--- src/logic/sece_params.svh ---
// Constants of the serial EEPROM command engine
`ifndef SECE_PARAMS_SVH
`define SECE_PARAMS_SVH

`define SECE_ROWS 128
`define SECE_ADDR_W 8
`define SECE_ROW_W 16
`define SECE_AW16 7
`define SECE_AW8 8
`define SECE_DW16 16
`define SECE_DW8 8
`define SECE_OPC_BITS 2
`define SECE_ERASED_WORD 16'hffff
`define SECE_OP_SPECIAL 2'h0
`define SECE_OP_WRITE 2'h1
`define SECE_OP_READ 2'h2
`define SECE_OP_ERASE 2'h3
`define SECE_SP_LOCK 2'h0
`define SECE_SP_FILL 2'h1
`define SECE_SP_CLEAR 2'h2
`define SECE_SP_UNLOCK 2'h3
`define SECE_PROG_TIME_NS 10000000
`define SECE_CLK_PERIOD_NS 100
`define SECE_PROG_CYCLES (`SECE_PROG_TIME_NS / `SECE_CLK_PERIOD_NS)

`endif

--- src/logic/sece_pkg.sv ---
// Types of the serial EEPROM command engine
package sece_pkg;

  typedef enum logic [5:0] {
    SECE_ST_IDLE = 6'h01,
    SECE_ST_RX = 6'h02,
    SECE_ST_DATA = 6'h04,
    SECE_ST_READ = 6'h08,
    SECE_ST_WAITCS = 6'h10,
    SECE_ST_DONE = 6'h20
  } sece_state_t;

  typedef enum logic [2:0] {
    SECE_PG_NONE = 3'h0,
    SECE_PG_WORD_WR = 3'h1,
    SECE_PG_WORD_ER = 3'h2,
    SECE_PG_ALL_WR = 3'h3,
    SECE_PG_ALL_ER = 3'h4
  } sece_prog_t;

endpackage : sece_pkg

--- src/logic/sece_stream_if.sv ---
// Valid/ready word stream between the fetch side and the output shifter
`timescale 1ns/100ps
`default_nettype none
interface sece_stream_if #(
  parameter int WIDTH = 16
);
  logic valid;
  logic ready;
  logic [WIDTH-1:0] data;
  modport src (output valid, output data, input ready);
  modport snk (input valid, input data, output ready);
endinterface : sece_stream_if
`default_nettype wire

--- src/logic/sece_buffer.sv ---
// Two-entry buffer for read words
`timescale 1ns/100ps
`default_nettype none
module sece_buffer #(
  parameter int WIDTH = 16
) (
  input wire logic clk_sys,
  input wire logic sys_rst,
  input wire logic clk_en,
  input wire logic flush,
  sece_stream_if.snk fill,
  sece_stream_if.src drain
);
  logic [WIDTH-1:0] ent_reg [0:1];
  logic [WIDTH-1:0] ent_next [0:1];
  logic [1:0] cnt_reg;
  logic [1:0] cnt_next;
  logic push;
  logic pop;

  assign fill.ready = (cnt_reg != 2'h2);
  assign drain.valid = (cnt_reg != 2'h0);
  assign drain.data = ent_reg[0];
  assign push = fill.valid && fill.ready;
  assign pop = drain.valid && drain.ready;

  always_comb begin
    ent_next[0] = ent_reg[0];
    ent_next[1] = ent_reg[1];
    cnt_next = cnt_reg;
    if (flush) begin
      cnt_next = 2'h0;
    end else begin
      if (pop) begin
        ent_next[0] = ent_reg[1];
      end
      if (push) begin
        if (cnt_reg == 2'h0 || (cnt_reg == 2'h1 && pop)) begin
          ent_next[0] = fill.data;
        end else begin
          ent_next[1] = fill.data;
        end
      end
      cnt_next = cnt_reg + {1'b0, push} - {1'b0, pop};
    end
  end

  always_ff @(posedge clk_sys) begin
    if (sys_rst) begin
      cnt_reg <= 2'h0;
      ent_reg[0] <= '0;
      ent_reg[1] <= '0;
    end else if (clk_en) begin
      cnt_reg <= cnt_next;
      ent_reg[0] <= ent_next[0];
      ent_reg[1] <= ent_next[1];
    end
  end
endmodule : sece_buffer
`default_nettype wire

--- src/logic/sece_command_engine.sv ---
// Serial EEPROM command engine: instruction decode, array, programming timer
`timescale 1ns/100ps
`default_nettype none
`include "sece_params.svh"
// Functional notes
// - Strap high: 128 words of 16 bits, 7-bit address
// - Strap low: 256 words of 8 bits, 8-bit address
// - Start bit 1, opcode, address; read 10, write 01, erase 11; write carries data
// - Opcode 00: top address bits pick unlock, lock, fill all, clear all
// - Programming starts only while unlocked; otherwise array untouched
// - Locked after reset until unlock command
// - Word write self-timed, erase then program, no host clocks needed
// - After programming starts, raised chip select shows ready/busy on output
// - Read continues with following words while select high and clocks run
// - Stopped shift clock holds all sequence state
// - Single word erase and full array erase are self-timed cycles
// - Status bit 0 while busy, 1 when finished
// - Read gives one 0 bit, then data msb first on rising edges
// - Sequential read address wraps from last word to first
// - Erase leaves every affected bit at 1
module sece_command_engine #(
  parameter int PROG_CYCLES = `SECE_PROG_CYCLES
) (
  input wire logic clk_sys,
  input wire logic sys_rst,
  input wire logic clk_en,
  input wire logic chip_sel,
  input wire logic shift_clock,
  input wire logic serial_in,
  input wire logic word_width_strap,
  output logic serial_out,
  output logic serial_out_oe,
  output logic busy
);
  localparam int TW = $clog2(PROG_CYCLES + 1);

  // ----------------------------------------------------------------
  // Declarations
  // ----------------------------------------------------------------
  sece_pkg::sece_state_t state_reg, state_next;
  sece_pkg::sece_prog_t pend_reg, pend_next;
  logic [25:0] rx_sh_reg, rx_sh_next;
  logic [4:0] rx_cnt_reg, rx_cnt_next;
  logic [7:0] addr_reg, addr_next;
  logic [15:0] data_reg, data_next;
  logic unlocked_reg, unlocked_next;
  logic busy_reg, busy_next;
  logic [TW-1:0] timer_reg, timer_next;
  logic status_reg, status_next;
  logic [15:0] rd_sh_reg, rd_sh_next;
  logic [4:0] rd_cnt_reg, rd_cnt_next;
  logic rd_bit_reg, rd_bit_next;
  logic fetch_en_reg, fetch_en_next;
  logic [7:0] fetch_addr_reg, fetch_addr_next;
  logic shift_prev_reg;
  logic serial_out_reg, serial_out_next;
  logic oe_reg, oe_next;
  logic commit;
  logic rise;
  logic w16;
  logic [4:0] aw;
  logic [4:0] dw;
  logic [15:0] row_word;
  logic [15:0] fetch_word;
  logic [7:0] fetch_byte;
  logic [15:0] wr_word;
  logic [15:0] mem [0:`SECE_ROWS-1];
  logic buf_flush;

  sece_stream_if #(.WIDTH(16)) fill_if ();
  sece_stream_if #(.WIDTH(16)) drain_if ();

  // ----------------------------------------------------------------
  // Mode and edge
  // ----------------------------------------------------------------
  assign w16 = word_width_strap;
  assign aw = w16 ? 5'(`SECE_AW16) : 5'(`SECE_AW8);
  assign dw = w16 ? 5'(`SECE_DW16) : 5'(`SECE_DW8);
  assign rise = shift_clock && !shift_prev_reg;
  assign commit = busy_reg && (timer_reg == '0);

  // ----------------------------------------------------------------
  // Read fetch into buffer
  // ----------------------------------------------------------------
  // Byte mode: even address in low half of a row
  assign row_word = mem[w16 ? fetch_addr_reg[6:0] : fetch_addr_reg[7:1]];
  assign fetch_byte = fetch_addr_reg[0] ? row_word[15:8] : row_word[7:0];
  assign fetch_word = w16 ? row_word : {fetch_byte, 8'h00};
  assign fill_if.valid = fetch_en_reg;
  assign fill_if.data = fetch_word;
  assign buf_flush = !chip_sel;

  sece_buffer #(.WIDTH(16)) u_buf (
    .clk_sys(clk_sys),
    .sys_rst(sys_rst),
    .clk_en(clk_en),
    .flush(buf_flush),
    .fill(fill_if),
    .drain(drain_if)
  );

  // ----------------------------------------------------------------
  // Sequencer
  // ----------------------------------------------------------------
  always_comb begin
    logic [25:0] sh;
    logic [1:0] opc;
    logic [7:0] adr;
    logic [1:0] sp;
    sh = {rx_sh_reg[24:0], serial_in};
    opc = w16 ? sh[8:7] : sh[9:8];
    adr = w16 ? {1'b0, sh[6:0]} : sh[7:0];
    sp = w16 ? adr[6:5] : adr[7:6];
    state_next = state_reg;
    pend_next = pend_reg;
    rx_sh_next = rx_sh_reg;
    rx_cnt_next = rx_cnt_reg;
    addr_next = addr_reg;
    data_next = data_reg;
    unlocked_next = unlocked_reg;
    busy_next = busy_reg;
    timer_next = timer_reg;
    status_next = status_reg;
    rd_sh_next = rd_sh_reg;
    rd_cnt_next = rd_cnt_reg;
    rd_bit_next = rd_bit_reg;
    fetch_en_next = fetch_en_reg;
    fetch_addr_next = fetch_addr_reg;
    drain_if.ready = 1'b0;
    // Self-timed cycle runs without shift clocks
    if (busy_reg) begin
      if (timer_reg == '0) begin
        busy_next = 1'b0;
      end else begin
        timer_next = timer_reg - 1'b1;
      end
    end
    // fetch next word, wrap per mode
    if (fetch_en_reg && fill_if.ready) begin
      fetch_addr_next = w16 ? {1'b0, fetch_addr_reg[6:0] + 7'h01} : fetch_addr_reg + 8'h01;
    end
    if (!chip_sel) begin
      status_next = status_reg;
      fetch_en_next = 1'b0;
      rx_cnt_next = 5'h00;
      state_next = sece_pkg::SECE_ST_IDLE;
      if (state_reg == sece_pkg::SECE_ST_WAITCS && unlocked_reg && !busy_reg) begin
        busy_next = 1'b1;
        timer_next = TW'(PROG_CYCLES - 1);
        status_next = 1'b1;
      end
    end else if (rise) begin
      case (state_reg)
        sece_pkg::SECE_ST_IDLE: begin
          if (serial_in) begin
            status_next = 1'b0;
            if (!busy_reg) begin
              state_next = sece_pkg::SECE_ST_RX;
              rx_sh_next = '0;
              rx_cnt_next = 5'h00;
            end
          end
        end
        sece_pkg::SECE_ST_RX: begin
          rx_sh_next = sh;
          rx_cnt_next = rx_cnt_reg + 5'h01;
          if (rx_cnt_reg + 5'h01 == aw + 5'(`SECE_OPC_BITS)) begin
            addr_next = adr;
            rx_cnt_next = 5'h00;
            case (opc)
              `SECE_OP_READ: begin
                state_next = sece_pkg::SECE_ST_READ;
                rd_bit_next = 1'b0;
                rd_cnt_next = 5'h00;
                fetch_en_next = 1'b1;
                fetch_addr_next = adr;
              end
              `SECE_OP_WRITE: begin
                state_next = sece_pkg::SECE_ST_DATA;
                pend_next = sece_pkg::SECE_PG_WORD_WR;
              end
              `SECE_OP_ERASE: begin
                state_next = sece_pkg::SECE_ST_WAITCS;
                pend_next = sece_pkg::SECE_PG_WORD_ER;
              end
              default: begin
                case (sp)
                  `SECE_SP_UNLOCK: begin
                    unlocked_next = 1'b1;
                    state_next = sece_pkg::SECE_ST_DONE;
                  end
                  `SECE_SP_LOCK: begin
                    unlocked_next = 1'b0;
                    state_next = sece_pkg::SECE_ST_DONE;
                  end
                  `SECE_SP_FILL: begin
                    state_next = sece_pkg::SECE_ST_DATA;
                    pend_next = sece_pkg::SECE_PG_ALL_WR;
                  end
                  default: begin
                    state_next = sece_pkg::SECE_ST_WAITCS;
                    pend_next = sece_pkg::SECE_PG_ALL_ER;
                  end
                endcase
              end
            endcase
          end
        end
        sece_pkg::SECE_ST_DATA: begin
          data_next = {data_reg[14:0], serial_in};
          rx_cnt_next = rx_cnt_reg + 5'h01;
          if (rx_cnt_reg + 5'h01 == dw) begin
            state_next = sece_pkg::SECE_ST_WAITCS;
          end
        end
        sece_pkg::SECE_ST_READ: begin
          if (rd_cnt_reg == 5'h00) begin
            // Stall on empty buffer rather than emit stale data
            if (drain_if.valid) begin
              drain_if.ready = 1'b1;
              rd_bit_next = drain_if.data[15];
              rd_sh_next = {drain_if.data[14:0], 1'b0};
              rd_cnt_next = dw - 5'h01;
            end
          end else begin
            rd_bit_next = rd_sh_reg[15];
            rd_sh_next = {rd_sh_reg[14:0], 1'b0};
            rd_cnt_next = rd_cnt_reg - 5'h01;
          end
        end
        default: begin
          state_next = state_reg;
        end
      endcase
    end
    oe_next = chip_sel && ((state_next == sece_pkg::SECE_ST_READ) ||
              (status_next && state_next == sece_pkg::SECE_ST_IDLE));
    serial_out_next = (state_next == sece_pkg::SECE_ST_READ) ? rd_bit_next : !busy_next;
  end

  // ----------------------------------------------------------------
  // Registers
  // ----------------------------------------------------------------
  always_ff @(posedge clk_sys) begin
    if (sys_rst) begin
      state_reg <= sece_pkg::SECE_ST_IDLE;
      pend_reg <= sece_pkg::SECE_PG_NONE;
      rx_sh_reg <= '0;
      rx_cnt_reg <= 5'h00;
      addr_reg <= 8'h00;
      data_reg <= 16'h0000;
      unlocked_reg <= 1'b0;
      busy_reg <= 1'b0;
      timer_reg <= '0;
      status_reg <= 1'b0;
      rd_sh_reg <= 16'h0000;
      rd_cnt_reg <= 5'h00;
      rd_bit_reg <= 1'b0;
      fetch_en_reg <= 1'b0;
      fetch_addr_reg <= 8'h00;
      shift_prev_reg <= 1'b0;
      serial_out_reg <= 1'b0;
      oe_reg <= 1'b0;
    end else if (clk_en) begin
      state_reg <= state_next;
      pend_reg <= pend_next;
      rx_sh_reg <= rx_sh_next;
      rx_cnt_reg <= rx_cnt_next;
      addr_reg <= addr_next;
      data_reg <= data_next;
      unlocked_reg <= unlocked_next;
      busy_reg <= busy_next;
      timer_reg <= timer_next;
      status_reg <= status_next;
      rd_sh_reg <= rd_sh_next;
      rd_cnt_reg <= rd_cnt_next;
      rd_bit_reg <= rd_bit_next;
      fetch_en_reg <= fetch_en_next;
      fetch_addr_reg <= fetch_addr_next;
      shift_prev_reg <= shift_clock;
      serial_out_reg <= serial_out_next;
      oe_reg <= oe_next;
    end
  end

  assign serial_out = serial_out_reg;
  assign serial_out_oe = oe_reg;
  assign busy = busy_reg;

  // ----------------------------------------------------------------
  // Array update at end of cycle
  // ----------------------------------------------------------------
  // erase-then-program folds into one final value
  always_comb begin
    wr_word = `SECE_ERASED_WORD;
    if (pend_reg == sece_pkg::SECE_PG_WORD_WR || pend_reg == sece_pkg::SECE_PG_ALL_WR) begin
      wr_word = w16 ? data_reg : {data_reg[7:0], data_reg[7:0]};
    end
  end

  genvar g;
  generate
    for (g = 0; g < `SECE_ROWS; g = g + 1) begin : g_row
      logic hit;
      logic all;
      logic [15:0] nv;
      assign all = (pend_reg == sece_pkg::SECE_PG_ALL_WR) || (pend_reg == sece_pkg::SECE_PG_ALL_ER);
      assign hit = all || (w16 ? (addr_reg[6:0] == 7'(g)) : (addr_reg[7:1] == 7'(g)));
      assign nv = (w16 || all) ? wr_word :
                  (addr_reg[0] ? {wr_word[7:0], mem[g][7:0]} : {mem[g][15:8], wr_word[7:0]});
      always_ff @(posedge clk_sys) begin
        if (clk_en && commit && hit) begin
          mem[g] <= nv;
        end
      end
    end
  endgenerate
endmodule : sece_command_engine
`default_nettype wire

--- config.mk ---
export PLATFORM = sky130hd
export DESIGN_NAME = sece_command_engine
export DESIGN_NICKNAME = d
export VERILOG_FILES = /design/src/logic/sece_pkg.sv /design/src/logic/sece_stream_if.sv /design/src/logic/sece_buffer.sv /design/src/logic/sece_command_engine.sv
export VERILOG_INCLUDE_DIRS = /design/src /design/src/logic
export SDC_FILE = /design/constraint.sdc
export NUM_CORES = 2
export LEC_CHECK = 0
export ABC_AREA = 1
export CAP_MARGIN = 40
export CORE_MARGIN = 4
export CORE_UTILIZATION = 52
export DETAILED_ROUTE_END_ITERATION = 12
export DONT_BUFFER_PORTS = 1
export MAX_ROUTING_LAYER = met4
export PLACE_DENSITY = 0.69
export SYNTH_ARGS = -nofsm -noshare
export SYNTH_HDL_FRONTEND = slang
export SYNTH_SLANG_ARGS = --single-unit
--- constraint.sdc ---
create_clock -name clk_sys -period 20.8 [get_ports clk_sys]
set_input_delay 3.12 -clock clk_sys [delete_from_list [all_inputs] [get_ports clk_sys]]
set_output_delay 3.12 -clock clk_sys [all_outputs]
set_load 0.01 [all_outputs]
---- After elaboration in Yosys (flattened, before gate mapping) ----
Memory sizes are Yosys's and may differ from the RTL's.
Index checks and enable logic that the tools add are counted.
operators by class
  $add $sub $neg .......................... 9
  eq/ne operators ......................... 543
  multiplexer cells ....................... 729
  bitwise operators ....................... 4
  reduce and logical (&&, ||, !) cells .... 551
operators by type and width
  operator                                              count
  two-way mux 16 bit                                    266
  equality test 7 bit (second input constant)           128
  != test 2 bit (second input constant)                 261
  AND reduction 2 bit                                   256
  equality test 7 x 6 -> 1 bit (second input constant)  64
  two-way mux 1 bit                                     415
  equality test 7 x 5 -> 1 bit (second input constant)  32
  logical AND 1 bit                                     138
  logical OR 1 bit                                      133
  equality test 7 x 4 -> 1 bit (second input constant)  16
  two-way mux 8 bit                                     9
  two-way mux 17 bit                                    4
  two-way mux 32 bit                                    2
  equality test 7 x 3 -> 1 bit (second input constant)  8
  two-way mux 5 bit                                     10
  two-way mux 6 bit                                     6
  case mux 6 bit (3 select lines)                       2
  equality test 7 x 2 -> 1 bit (second input constant)  4
  AND reduction 7 bit                                   3
  AND reduction 5 bit                                   4
  two-way mux 9 bit                                     2
  case mux 9 bit (2 select lines)                       1
  logical NOT 17 bit                                    1
  subtractor 17 x 1 -> 17 bit (second input constant)   1
  44 further kinds                                      70
storage, ports and cells
  register bits ........................... 103
  RAM bits ................................ 2080
  input bits .............................. 7
  output and inout bits ................... 3
  word-level logic and storage cells ...... 1857
  memories ................................ 2
memory list
  memory         depth  bits a word  read ports  clocked after memory_dff  wr ports  RTL line                   source
  mem            128    16           1           0                         128       sece_command_engine.sv:67  logic [15:0] mem [0:`SECE_ROWS-1];
  u_buf.ent_reg  2      16           2           0                         2         sece_buffer.sv:14          logic [WIDTH-1:0] ent_reg [0:1];

---- Longest topological paths before layout ----
  depth in word-level cells ............... 14
  gate-level depth with buffers ........... 22
  depth with buffers taken out ............ 21

---- Cells and area by module ----
Synthesis repeated with hierarchy kept, for this count alone.
unflattened totals
  cells, all modules ...................... 7865
  area total of the unflattened synthesis .. 91241.3 sq um
by module, submodules not included
  module               times used  cells each  area each (sq um)  sequential area each (sq um)
  sece_command_engine  1           7642        89368.2            63500.9
  sece_buffer          1           223         1873.0             1001.0

---- Worst setup path after synthesis ----
Ideal clock, no wire load.
  kind .................................... in2reg
  start point ............................. input port word_width_strap
  end point ............................... memory mem[0][9], data pin
  library setup time ...................... 1.197 ns
  data arrival time ....................... 9.073 ns
  data required time ...................... 19.603 ns
  slack ................................... 10.530 ns
  cell stages on the path ................. 8
  buffers on the path ..................... 3
  cells stage by stage .................... buf_6 -> inv_2 -> buf_6 -> nand2_1 -> nor2_1 -> clkbuf_1 -> inv_1 -> o21ai_0
RTL lines
  element             RTL line                   source
  start: declaration  sece_command_engine.sv:30  input wire logic word_width_strap,
  end: declaration    sece_command_engine.sv:67

==> summary.md <==
| Metric | Value |
|---|---|
| Leak | `40.3 nW` |
| Slew @ Worst Pin | `1.32 ns` |
| Rows | `156` |
| Routed len/inst | `23.3 um` |
| CP max-delay cell | `buf_4` |
| Ys Warns | `0` |
| Die area | `189,000 sq um` |
| Routing usage on met2 | `42.5%` |
| Via-to-Cell Ratio | `5.82` |
| Final non-filler cell total | `11,600` |
| Fin util | `57.8%` |
| Final nets | `9,080` |
| Cell family with most CP delay | `simple AND/OR/NAND/NOR gates` |
| Worst setup path end | `u_buf.ent_reg[0][13]` |
| GR peak layer | `met2` |
| First-pass DRT Iterations | `7` |
| CTS tree | `done` |
| Starting density of the core | `52.4%` |
| Setup TNS | `0 ns` |
| Worst hold margin | `0.452 ns` |
| Crit-path max FO | `209` |
| Crit end category | `flip-flop` |
| Port Buffers | `0` |
| Distinct cells, synth | `41` |
| Stages on worst setup path | `17` |
| Worst hold-check path type | `flip-flop to flip-flop` |
| Overall Power | `8.83 mW` |
| XOR/XNOR share of the synthesized area | `0.0831%` |
| Total gr overflow | `0` |
| Compound-Gate Fraction of Synth Area | `2.12%` |
| Main synth FF type | `edfxtp_1` |
| CP Class | `input port to flip-flop` |
| F_max | `0.117 GHz` |
| Routed wire length | `271,000 um` |
| Chip height | `435 um` |
| Final Cell Area | `105,000 sq um` |
| Post-CTS resize count | `0` |
| Mux contribution to synthesized area | `0%` |
| Clock root buffer | `clkbuf_16` |
| # IOs | `10` |
| Synth Cell Area | `94,900 sq um` |
| Syn Inst Count | `9,172` |
| Clock Path Buffers | `3` |
| Max reg flops | `2,048` |
| Total CTS buffers | `216` |
| Synthesized flop and latch total | `2,182` |
| Worst VDD drop | `0.0764 mV` |
| Simple-gate portion of the synthesized area | `23.0%` |
| Clock Sinks | `2,182` |
| Critical Path RT | `21.50 ns` |
| ANT nets after route | `0` |
| Worst EP arrival | `9.21 ns` |
| Max incr delay on CP | `0.88 ns` |
| Area Growth Syn to Fin | `10.3%` |
| Residual DRC | `0` |
| Worst-path clk slew | `0.06 ns` |
| RR Endpoint | `u_buf.ent_reg[0][13]` |
| Largest family of logic cells by synthesized area | `simple AND/OR/NAND/NOR gates` |
| DRT iter0 DRCs | `8,520` |
| Tcrit/Tclk final | `40.9%` |
| Pwr dens | `84.3 nW/um^2` |
| Met1 usage | `39.2%` |
| CP Buf/Inv Count | `5` |
| R2r startpoint | `fetch_addr_reg[0]` |
| CP startpoint kind | `input port` |
| Post-DP Area | `97,700 sq um` |
| Antenna violations before repair | `4` |
| Dpl cells | `11,200` |
| Post-CTS setup buffer count | `0` |
| Chip width | `435 um` |
| RePlAce Congestion | `0.995` |
| Number of synthesized flops with an enable pin | `2,080` |
| Final worst slack | `12.29 ns` |
| Hold Buf Count CTS | `0` |
| Share of flip-flops with an asynchronous set or reset | `0%` |
| RSZ-0062 raised after global routing | `no` |
| Crit path cell chain | `inv_2, nand2_8, nand2_8, buf_4, buf_12, buf_12, buf_4, nand2_1, nand3_1, nand3_1, nand3_1, nand3_1, nand3_1, nand3_1, nand3_1, nand2_1, a21oi_1` |
| Seq/Total Area, Yosys | `68.0%` |
| Post-DP HPWL | `166,000 um` |
| Vias in the first global route | `63,400` |
| Path depth of the worst reg2reg path | `16` |
| Tmin final | `8.51 ns` |
| CTS H-tree lvls | `4` |
| Global Route Usage Sum | `28.8%` |
| Total of max-cap violations | `0` |
| CORE AREA | `181,000 sq um` |
| Post-place setup slack | `11.63 ns` |
| DR vias | `67,700` |
| Status | `completed` |
| Max-slew headroom at the worst pin | `11.7%` |
| Largest net degree at the start of global routing | `210` |
| Adder-cell area share of the yosys netlist | `0.119%` |
| Crit path from | `word_width_strap` |
| Mapped Avg Cell Area | `10.3 sq um` |
| Syn_nets | `9,188` |
| CP most frequent cell | `nand3_1` |
| Final setup viols | `0` |
| Layout cell share with drive strength beyond 1 | `6.11%` |
| First-pass GRT wire length | `404,000 um` |
| Clk_skew | `0.0467 ns` |
| Routing usage on met3 | `6.60%` |
| Max-slew violation count | `0` |
| Clock Latency Late Sink | `0.90 ns` |
| Register-to-register setup slack | `14.01 ns` |
| Final Hold Fails | `0` |
layout make-up:
cell class / instances / area (sq um)
timing repair buffer: 233 / 2260
tap: 2370 / 2970
fill: 14600 / 76400
antenna: 12 / 30.0
clock buffer: 275 / 5680
multi-input combinational: 5468 / 24400
inverter: 963 / 3620
sequential: 2182 / 64500
clock inverter: 124 / 1240
synthesized netlist by cell type (2+ instances only):
cell,n,area [sq um]
clkinv_1,3,11.3
nor3_1,9,45.0
a211oi_1,6,45.0
nand2_2,4,25.0
edfxtp_1,2080,62500
clkbuf_1,153,574
nand2_4,2,22.5
dfxtp_1,102,2040
buf_4,35,263
or2_2,3,18.8
o22ai_1,6,37.5
buf_1,23,86.3
inv_2,4,15.0
nor2_1,431,1620
a22oi_1,5,37.5
o31ai_1,3,22.5
a21oi_1,69,345
o21ai_0,228,1140
xor2_1,8,70.1
o211ai_1,16,120
nand3_1,2050,10300
buf_2,341,1710
nand4_1,17,106
buf_6,7,78.8
ha_1,9,113
inv_1,956,3590
nand2_1,2521,9460
nor4_1,6,37.5
o21ai_2,3,26.3
a31oi_1,17,106
o21ai_1,6,30.0
nand3b_1,34,255
o221ai_1,7,61.3
cell usage in the layout (no fill, tap or decap), types with 6 or more instances in the layout:
cell	n
nand2_1	2521
diode_2	12
a21oi_1	69
clkbuf_1	54
o21ai_0	225
o22ai_1	6
o221ai_4	7
buf_16	17
o211ai_1	16
clkbuf_16	216
dfxtp_1	102
buf_4	199
nor3_1	8
clkinv_16	9
clkinv_1	61
buf_12	12
clkinv_2	33
ha_1	9
a31oi_1	17
nand3_1	2050
a211oi_1	6
bufinv_16	15
nand4_1	17
o21ai_4	8
inv_1	955
edfxtp_1	2080
nor2_1	420
nor2_4	10
xor2_1	8
nand3b_1	34
worst min path at each step:
stage / startpoint / endpoint / cells after the start
5_1_grt: rd_sh_reg[5] / rd_sh_reg[6] / 2
6_report: rd_sh_reg[5] / rd_sh_reg[6] / 2
3_3_place_gp: rx_sh_reg[8] / rx_sh_reg[8] / 2
3_5_place_dp: rd_sh_reg[1] / rd_sh_reg[1] / 2
4_1_cts: rd_sh_reg[9] / rd_sh_reg[10] / 2
2_1_floorplan: rd_bit_reg / rd_bit_reg / 2
metal layers:
layer | part of all wire, % | wire length, um | vias to the layer above
met1 | 40 | 107000 | 32700
met4 | 4.2 | 11400 | 0
met5 | 0 | 0 | -
met3 | 11 | 30200 | 555
met2 | 45 | 122000 | 3601
li1 | - | - | 30800
power by group:
part	switching [mW]	internal, mW	total (mW)
clock network	1.69	2.12	3.81
registers	0.00381	4.78	4.78
logic	0.182	0.0556	0.238
total	1.88	6.96	8.83
worst reg2reg max path: cells and delay by family (launching register included):
family / cells / cell delay [ns]
AO/OA/AOI/OAI: 1 / 0.13
buffers and inverters: 4 / 2.78
flip-flops: 1 / 0.74
AND/OR/NAND/NOR: 11 / 2.98
logic make-up (layout without fill, tap and decap cells):
kind of cell,Yosys count,count (layout)
DFF,2182,2182
AOI/OAI and AO/OA,370,370
buffers and inverters,1522,1595
adders and majority gates,9,9
other,0,12
xor gates and xnor gates,9,9
and+or+nand+nor,5080,5080
Power figures use the tool's default switching activity.
